**config.mk**
```make
export PLATFORM = sky130hd
export DESIGN_NAME = acc_ctrl
export DESIGN_NICKNAME = d
export VERILOG_FILES = /design/src/design/acc_pkg.sv /design/src/design/acc_cal_timer.sv /design/src/design/acc_ctrl.sv
export SDC_FILE = /design/constraint.sdc
export NUM_CORES = 1
export LEC_CHECK = 0
export BUFFER_PORTS_ARGS = -buffer_cell sky130_fd_sc_hd__buf_2
export CORE_MARGIN = 2
export CORE_UTILIZATION = 51
export DETAILED_ROUTE_END_ITERATION = 7
export PLACE_DENSITY = 0.9
export SLEW_MARGIN = 0
export SYNTH_ARGS = -nofsm -noshare
export SYNTH_HDL_FRONTEND = slang
export SYNTH_SLANG_ARGS = --single-unit
```
**constraint.sdc**
```tcl
create_clock -name pclk -period 4.7 [get_ports pclk]
set_clock_uncertainty 0.15 [all_clocks]
set_input_delay 0.94 -clock pclk [delete_from_list [all_inputs] [get_ports pclk]]
set_output_delay 0.94 -clock pclk [all_outputs]
set_load 0.05 [all_outputs]
```
**src/design/acc_pkg.sv**
```systemverilog
// package: register map, field positions, timing and types for adc control
package acc_pkg;
    localparam logic [11:0] ACC_CTRL_OFFSET = 12'h000;
    localparam logic [11:0] ACC_CAL_OFFSET = 12'h004;
    localparam logic [11:0] ACC_STAT_OFFSET = 12'h008;
    localparam logic [11:0] ACC_MASK_OFFSET = 12'h00C;
    localparam logic [11:0] ACC_STATE_OFFSET = 12'h010;
    localparam int ACC_ON_BIT = 15;
    localparam int ACC_SIDL_BIT = 13;
    localparam int ACC_CAL_DONE_BIT = 15;
    localparam int ACC_CAL_EN_BIT = 9;
    localparam int ACC_CAL_START_BIT = 8;
    localparam logic [15:0] ACC_CTRL_RESET = 16'h0000;
    localparam logic [15:0] ACC_CAL_RESET = 16'h0000;
    localparam logic [15:0] ACC_CTRL_WMASK = 16'hA000;
    localparam logic [15:0] ACC_CAL_WMASK = 16'h0300;
    localparam logic [1:0] ACC_IRQ_RESET = 2'h0;
    // calibration length in ns and derived cycles at 100 MHz
    localparam int ACC_CLK_MHZ = 100;
    localparam int ACC_CAL_TIME_NS = 1000;
    localparam int ACC_CAL_CYCLES = (ACC_CAL_TIME_NS * ACC_CLK_MHZ) / 1000;
    localparam int ACC_IRQ_CAL_DONE = 0;
    localparam int ACC_IRQ_ENABLE = 1;

    typedef enum logic [1:0] {
        ACC_CAL_IDLE,
        ACC_CAL_BUSY,
        ACC_CAL_DONE
    } acc_cal_state_t;

    typedef struct packed {
        logic converter_on;
        logic converter_stop_in_idle;
    } acc_ctrl_t;

    typedef struct packed {
        logic shared_core_cal_done;
        logic shared_core_cal_access_enable;
        logic shared_core_cal_start;
    } acc_cal_t;
endpackage : acc_pkg

```
**src/design/acc_cal_timer.sv**
```systemverilog
// calibration sequencer: counts the shared core calibration cycle
`timescale 1ns/1ps
module acc_cal_timer (
    input wire logic pclk,
    input wire logic presetn,
    input wire logic start,
    output logic busy,
    output logic done_pulse
);
    logic [15:0] count;

    always_ff @(posedge pclk or negedge presetn) begin
        if (!presetn) begin
            count <= 16'h0000;
            busy <= 1'b0;
            done_pulse <= 1'b0;
        end else begin
            done_pulse <= 1'b0;
            if (start && !busy) begin
                busy <= 1'b1;
                count <= 16'(acc_pkg::ACC_CAL_CYCLES - 1);
            end else if (busy) begin
                if (count == 16'h0000) begin
                    busy <= 1'b0;
                    done_pulse <= 1'b1;
                end else begin
                    count <= count - 16'h0001;
                end
            end
        end
    end
endmodule : acc_cal_timer

```
**src/design/acc_ctrl.sv**
```systemverilog
// adc enable and calibration control with apb register slave
`timescale 1ns/1ps
module acc_ctrl (
    input wire logic pclk,
    input wire logic presetn,
    input wire logic psel,
    input wire logic penable,
    input wire logic pwrite,
    input wire logic [11:0] paddr,
    input wire logic [31:0] pwdata,
    input wire logic [3:0] pstrb,
    output logic [31:0] prdata,
    output logic pready,
    output logic pslverr,
    input wire logic idle_mode,
    output logic converter_run,
    output logic cal_active,
    output logic irq
);
    acc_pkg::acc_ctrl_t ctrl;
    acc_pkg::acc_cal_t cal;
    acc_pkg::acc_cal_state_t cal_state;
    acc_pkg::acc_cal_state_t next_cal_state;
    logic [1:0] irq_status;
    logic [1:0] irq_mask;
    logic wr_en;
    logic rd_en;
    logic hit;
    logic cal_go;
    logic cal_busy;
    logic cal_done_pulse;
    logic on_rise;
    logic on_last;
    logic cal_done_flag;
    logic cal_access_en;
    logic cal_start_flag;
    logic [15:0] wdata16;
    logic [15:0] ctrl_rd;
    logic [15:0] cal_rd;

    assign wr_en = psel && penable && pwrite;
    assign rd_en = psel && penable && !pwrite;
    assign pready = 1'b1;
    // one driver per flag; the struct is only a view of them
    assign cal = {cal_done_flag, cal_access_en, cal_start_flag};
    assign hit = (paddr == acc_pkg::ACC_CTRL_OFFSET)
        || (paddr == acc_pkg::ACC_CAL_OFFSET)
        || (paddr == acc_pkg::ACC_STAT_OFFSET)
        || (paddr == acc_pkg::ACC_MASK_OFFSET)
        || (paddr == acc_pkg::ACC_STATE_OFFSET);
    assign pslverr = psel && penable && !hit;
    // byte lanes: only the low halfword holds bits
    assign wdata16 = {pstrb[1] ? pwdata[15:8] : 8'h00,
        pstrb[0] ? pwdata[7:0] : 8'h00};

    always_ff @(posedge pclk or negedge presetn) begin
        if (!presetn) begin
            ctrl <= '0;
        end else if (wr_en && paddr == acc_pkg::ACC_CTRL_OFFSET
                && pstrb[1]) begin
            ctrl.converter_on <= wdata16[acc_pkg::ACC_ON_BIT];
            ctrl.converter_stop_in_idle <= wdata16[acc_pkg::ACC_SIDL_BIT];
        end
    end

    assign converter_run = ctrl.converter_on
        && !(ctrl.converter_stop_in_idle && idle_mode);

    assign cal_go = wr_en && paddr == acc_pkg::ACC_CAL_OFFSET && pstrb[1]
        && wdata16[acc_pkg::ACC_CAL_EN_BIT]
        && (cal.shared_core_cal_access_enable
            || wdata16[acc_pkg::ACC_CAL_EN_BIT])
        && wdata16[acc_pkg::ACC_CAL_START_BIT]
        && cal_state != acc_pkg::ACC_CAL_BUSY;

    always_ff @(posedge pclk or negedge presetn) begin
        if (!presetn) begin
            cal_access_en <= 1'b0;
        end else if (wr_en && paddr == acc_pkg::ACC_CAL_OFFSET
                && pstrb[1]) begin
            cal_access_en <= wdata16[acc_pkg::ACC_CAL_EN_BIT];
        end
    end

    always_comb begin
        next_cal_state = cal_state;
        case (cal_state)
            acc_pkg::ACC_CAL_IDLE: begin
                if (cal_go) begin
                    next_cal_state = acc_pkg::ACC_CAL_BUSY;
                end
            end
            acc_pkg::ACC_CAL_BUSY: begin
                if (cal_done_pulse) begin
                    next_cal_state = acc_pkg::ACC_CAL_DONE;
                end
            end
            acc_pkg::ACC_CAL_DONE: begin
                if (cal_go) begin
                    next_cal_state = acc_pkg::ACC_CAL_BUSY;
                end
            end
            default: next_cal_state = acc_pkg::ACC_CAL_IDLE;
        endcase
    end

    always_ff @(posedge pclk or negedge presetn) begin
        if (!presetn) begin
            cal_state <= acc_pkg::ACC_CAL_IDLE;
        end else begin
            cal_state <= next_cal_state;
        end
    end

    // start bit self clears once the sequencer is busy
    always_ff @(posedge pclk or negedge presetn) begin
        if (!presetn) begin
            cal_start_flag <= 1'b0;
        end else if (cal_go) begin
            cal_start_flag <= 1'b1;
        end else if (cal_busy) begin
            cal_start_flag <= 1'b0;
        end
    end

    // done low from start to completion
    always_ff @(posedge pclk or negedge presetn) begin
        if (!presetn) begin
            cal_done_flag <= 1'b0;
        end else if (cal_done_pulse) begin
            cal_done_flag <= 1'b1;
        end else if (cal_go) begin
            cal_done_flag <= 1'b0;
        end
    end

    acc_cal_timer u_timer (
        .pclk(pclk),
        .presetn(presetn),
        .start(cal.shared_core_cal_start),
        .busy(cal_busy),
        .done_pulse(cal_done_pulse)
    );

    assign cal_active = cal_state == acc_pkg::ACC_CAL_BUSY;

    // converter switch-on event for the status register
    always_ff @(posedge pclk or negedge presetn) begin
        if (!presetn) begin
            on_last <= 1'b0;
        end else begin
            on_last <= ctrl.converter_on;
        end
    end
    assign on_rise = ctrl.converter_on && !on_last;

    // sticky events; a set in the clearing cycle wins
    always_ff @(posedge pclk or negedge presetn) begin
        if (!presetn) begin
            irq_status <= acc_pkg::ACC_IRQ_RESET;
        end else begin
            if (wr_en && paddr == acc_pkg::ACC_STAT_OFFSET && pstrb[0]) begin
                irq_status <= irq_status & ~wdata16[1:0]
                    | {on_rise, cal_done_pulse};
            end else begin
                irq_status <= irq_status | {on_rise, cal_done_pulse};
            end
        end
    end

    always_ff @(posedge pclk or negedge presetn) begin
        if (!presetn) begin
            irq_mask <= acc_pkg::ACC_IRQ_RESET;
        end else if (wr_en && paddr == acc_pkg::ACC_MASK_OFFSET
                && pstrb[0]) begin
            irq_mask <= wdata16[1:0];
        end
    end

    assign irq = |(irq_status & irq_mask);

    // reserved and unimplemented bits read zero
    // calibration done and start bits hidden without access enable; the enable bit always reads back
    always_comb begin
        ctrl_rd = 16'h0000;
        ctrl_rd[acc_pkg::ACC_ON_BIT] = ctrl.converter_on;
        ctrl_rd[acc_pkg::ACC_SIDL_BIT] = ctrl.converter_stop_in_idle;
        cal_rd = 16'h0000;
        cal_rd[acc_pkg::ACC_CAL_EN_BIT] = cal.shared_core_cal_access_enable;
        if (cal.shared_core_cal_access_enable) begin
            cal_rd[acc_pkg::ACC_CAL_DONE_BIT] = cal.shared_core_cal_done;
            cal_rd[acc_pkg::ACC_CAL_START_BIT] = cal.shared_core_cal_start;
        end
    end

    always_ff @(posedge pclk or negedge presetn) begin
        if (!presetn) begin
            prdata <= 32'h00000000;
        end else if (psel && !penable && !pwrite) begin
            case (paddr)
                acc_pkg::ACC_CTRL_OFFSET: prdata <= {16'h0000, ctrl_rd};
                acc_pkg::ACC_CAL_OFFSET: prdata <= {16'h0000, cal_rd};
                acc_pkg::ACC_STAT_OFFSET: prdata <= {30'h0, irq_status};
                acc_pkg::ACC_MASK_OFFSET: prdata <= {30'h0, irq_mask};
                acc_pkg::ACC_STATE_OFFSET: prdata <= {30'h0, cal_state};
                default: prdata <= 32'h00000000;
            endcase
        end
    end

    start_clears_a: assert property (
        @(posedge pclk) disable iff (!presetn)
        cal_go |=> cal.shared_core_cal_start ##1 cal_busy
            ##1 !cal.shared_core_cal_start)
        else $error("calibration start did not self clear");

    done_low_busy_a: assert property (
        @(posedge pclk) disable iff (!presetn)
        cal_state == acc_pkg::ACC_CAL_BUSY
            |-> !cal.shared_core_cal_done)
        else $error("done flag high during calibration");

    done_sets_a: assert property (
        @(posedge pclk) disable iff (!presetn)
        $fell(cal_busy) |=> cal.shared_core_cal_done)
        else $error("done flag not set after calibration");

    run_needs_on_a: assert property (
        @(posedge pclk) disable iff (!presetn)
        converter_run |-> ctrl.converter_on)
        else $error("converter runs while off");

    idle_stop_a: assert property (
        @(posedge pclk) disable iff (!presetn)
        (ctrl.converter_stop_in_idle && idle_mode) |-> !converter_run)
        else $error("converter runs in idle with stop set");

    run_in_idle_a: assert property (
        @(posedge pclk) disable iff (!presetn)
        (ctrl.converter_on && !ctrl.converter_stop_in_idle)
            |-> converter_run)
        else $error("converter halted without stop in idle");

    cal_hidden_a: assert property (
        @(posedge pclk) disable iff (!presetn)
        !cal.shared_core_cal_access_enable
            |-> cal_rd[acc_pkg::ACC_CAL_DONE_BIT] == 1'b0
            && cal_rd[acc_pkg::ACC_CAL_START_BIT] == 1'b0)
        else $error("calibration bits visible while disabled");

    rd_hidden_a: assert property (
        @(posedge pclk) disable iff (!presetn)
        (rd_en && paddr == acc_pkg::ACC_CAL_OFFSET
            && !$past(cal.shared_core_cal_access_enable))
            |-> prdata[acc_pkg::ACC_CAL_DONE_BIT] == 1'b0
            && prdata[acc_pkg::ACC_CAL_START_BIT] == 1'b0)
        else $error("calibration bits read while disabled");

    ctrl_zero_a: assert property (
        @(posedge pclk) disable iff (!presetn)
        (rd_en && paddr == acc_pkg::ACC_CTRL_OFFSET)
            |-> prdata[31:16] == 16'h0000
            && (prdata[15:0] & ~acc_pkg::ACC_CTRL_WMASK) == 16'h0000)
        else $error("unimplemented control bit reads nonzero");

    cal_zero_a: assert property (
        @(posedge pclk) disable iff (!presetn)
        (rd_en && paddr == acc_pkg::ACC_CAL_OFFSET)
            |-> prdata[31:16] == 16'h0000
            && (prdata[15:0] & 16'h7CFF) == 16'h0000)
        else $error("unimplemented calibration bit reads nonzero");

    // control keeps its value without lane one
    ctrl_keep_a: assert property (
        @(posedge pclk) disable iff (!presetn)
        (wr_en && paddr == acc_pkg::ACC_CTRL_OFFSET && !pstrb[1])
            |=> $stable(ctrl))
        else $error("control changed by a write without its lane");

    cal_len_a: assert property (
        @(posedge pclk) disable iff (!presetn)
        $rose(cal_busy) |-> cal_busy[*8])
        else $error("calibration ended too early");

    // unmasked done event raises irq
    irq_level_a: assert property (
        @(posedge pclk) disable iff (!presetn)
        (cal_done_pulse && irq_mask[acc_pkg::ACC_IRQ_CAL_DONE]
            && !(wr_en && paddr == acc_pkg::ACC_MASK_OFFSET)) |=> irq)
        else $error("interrupt not raised by calibration done");

    // status bit holds until cleared
    sticky_flag_a: assert property (
        @(posedge pclk) disable iff (!presetn)
        (irq_status[acc_pkg::ACC_IRQ_CAL_DONE]
            && !(wr_en && paddr == acc_pkg::ACC_STAT_OFFSET && pstrb[0]))
            |=> irq_status[acc_pkg::ACC_IRQ_CAL_DONE])
        else $error("status bit lost without a clear");

    // switch-on event recorded
    on_event_a: assert property (
        @(posedge pclk) disable iff (!presetn)
        $rose(ctrl.converter_on)
            |=> irq_status[acc_pkg::ACC_IRQ_ENABLE])
        else $error("switch-on event not recorded");

    cal_run_c: cover property (@(posedge pclk) disable iff (!presetn)
        cal_go ##[1:200] cal_done_pulse);
    idle_stop_c: cover property (@(posedge pclk) disable iff (!presetn)
        ctrl.converter_on && ctrl.converter_stop_in_idle && idle_mode);
    irq_c: cover property (@(posedge pclk) disable iff (!presetn) $rose(irq));
    cal_again_c: cover property (@(posedge pclk) disable iff (!presetn)
        cal_go && cal_state == acc_pkg::ACC_CAL_DONE);
    bus_error_c: cover property (@(posedge pclk) disable iff (!presetn)
        pslverr);
endmodule : acc_ctrl

```
==> impl_metrics.ini <==
[global_route]
grt_overflow = 0
antenna_found_initial = 0
grt_pass1_vias = 1574
grt_max_degree = 37
grtUsageTotal = 0.1990
grt_pass1_wl_um = 6851

[synth]
async_flop_share = 1.000
synth_cell_type_count = 47
synth_top_area_frac = 0.4235
ys_warn_count = 0
ys_ff_latch = 36
ys_seq_area_frac = 0.4235
synth.most_common_cell = dfrtp_1
yosys-top-cells-count = 36 x dfrtp_1, 27 x buf_4, 22 x nand2_1
synth_ff_type = dfrtp_1
synth_area_leaders = dfrtp_1 42%, buf_4 9.5%, mux2i_1 4.7%, nand2_1 3.9%, mux2_2 2.6%
synth_area_um2 = 2127
yosysTopAreaCell = dfrtp_1
avgSynthCellArea_um2 = 9.939
synthCells = 214
synth_edf_count = 0

[floorplanning]
start_util = 0.5317
dieArea_um2 = 4703
io_pins = 91
die_w_um = 68.58
rows = 23
dieHeight_um = 68.58
coreArea_um2 = 4000

[pwr]
p_total_mw = 0.6133
power_density_nw_per_um2 = 263.7
p_leak_nw = 1.179
vdd_drop_max_mv = 0.1275

[clock_tree]
holdBufCountCts = 0
htreeDepth = 2
numCtsBuffers = 5
cts_root_buffer = clkbuf_8
cts.sinks = 36
cts_tree = built
cts_setup_buffers = 0
clock_latency_ps = 290
clock_path_buffers = 2
cts_repair_resize_count = 0
clk_pin_slew_ps = 70

[place]
dp_hpwl_um = 3065
gp_congestion = 0.8627
place_area_um2 = 2236
io_buffers = 35
dp.cells = 292

[worst_setup_path]
cp.arrival_ps = 2020
reg2reg_from = u_timer.count[0]
cp.required_ps = 3610
cp-start-kind = input port
path_class = in2out
cp_max_fo = 3
crit_path_start = paddr[9]
end_kind = output pin

[finish]
finalInstanceArea_um2 = 2326
instances_no_fill = 300
syn_to_final_growth_pct = 9.353
fin_util = 0.5815
nFillCells = 363
drive_gt1_frac = 0.2200
nNetsFinal = 305
diodes = 0

[routing]
drt-initial-drc-count = 76
dr.pass1.iters = 4
wl_um = 4145
vias_per_cell = 5.650
drc_errors = 0
wire_per_inst_um = 13.82
vias = 1695
ant_nets = 0

[min_path]
hold_class = reg2reg
min_from = ctrl[1]

[timing]
max_freq_mhz = 321.2
worst_slew_pin_slew_ps = 790.7
rsz0062_at_grt = false
relSlewSlack = 0.4728
finalCritPeriodShare = 0.6623
setup_viol = 0
finalSetupTns_ps = 0
hold_viol_final = 0
drv_slew = 0
period_minus_slack_ps = 3113

[outcome]
status = finished, final reports clean

[run]
drv_cap = 0
==> critical path: stages <==
cell     delay [ps]
buf_2           110
nor4_4          330
nand4_1         210
and3_1          220
buf_2           200
==> cells by family after synthesis <==
group | Yosys count | synth area share
compound gates | 37 | 0.1253
fa+ha+maj | 2 | 0.01176
buf+inv | 36 | 0.1118
flops | 36 | 0.4235
mux | 15 | 0.07353
other cells | 2 | 0.003531
simple gates | 86 | 0.2506
==> power breakdown <==
part	switching, mW	leakage, nW	total, mW	internal (mW)
Sequential	0.000152	0.472	0.310	0.310
Combinational	0.0657	0.661	0.0768	0.0111
Clock	0.107	0.0455	0.226	0.120
Total	0.173	1.18	0.613	0.440
==> routing by layer <==
metal / GRT usage / up-vias / share of wire
li1: - / 806 / -
met1: 0.2153 / 822 / 0.41
met2: 0.3618 / 58 / 0.51
met3: 0.05357 / 9 / 0.062
met4: 0.08500 / 0 / 0.021
met5: 0 / - / 0
==> layout by cell type, fill, tap and decap left out, types with 2 or more instances in the layout <==
cell type  Yosys  routed
dfrtp_1       36      36
buf_2          1      35
conb_1         2      27
nand2_1       22      22
mux2i_1       10      10
nor2_1         8       8
o21ai_0        8       8
nand3_1        8       8
nor2b_1        7       7
o41ai_1        6       6
clkbuf_8       0       6
and3_1         5       5
nand2b_1       5       5
nand4_1        5       5
mux2_2         5       5
inv_1          4       4
nor3_1         4       4
nand4b_1       3       3
a21o_1         3       3
a22o_1         3       3
nor4_2         3       3
a211oi_1       3       3
a31oi_1        3       3
o311ai_0       3       3
nor4_4         2       2
nor3b_1        2       2
a22oi_1        2       2
ha_1           2       2
clkbuf_1       4       2
==> layout make-up <==
type,instances,area (µm²),share of cell area
multi-input cells,167,1082,0.4653
inverters,4,15.01,0.006455
clock buffers,8,90.09,0.03873
well taps,50,62.56,0.02690
flip-flops and latches,36,900.9,0.3873
repair buffers,35,175.2,0.07531
==> stage by stage <==
step	hold slack (ps)	worst slack [ps]
3_3_place_gp	309.6	1630
6_report	323.9	1587
4_1_cts	327.8	1593
5_1_grt	331.7	1528
3_5_place_dp	312.7	1593
2_1_floorplan	247.6	1534
==> sequential cells by signal (all words and copies together), names as in the netlist, 2 cells and up <==
register and flops:
cal_state 2, ctrl 2, irq_mask 2, irq_status 2
prdata 6, u_timer.count 16
==> final timing paths <==
check,slack [ps],to,cells after the start
min in group asynchronous,580,irq_mask[0],1
max in group asynchronous,3320,u_timer.count[14],1
max,1590,pslverr,5
max reg2reg,2610,u_timer.count[13],6
min,320,on_last,0
min reg2reg,320,on_last,0
No activity file was read; power rests on OpenSTA's default activity.
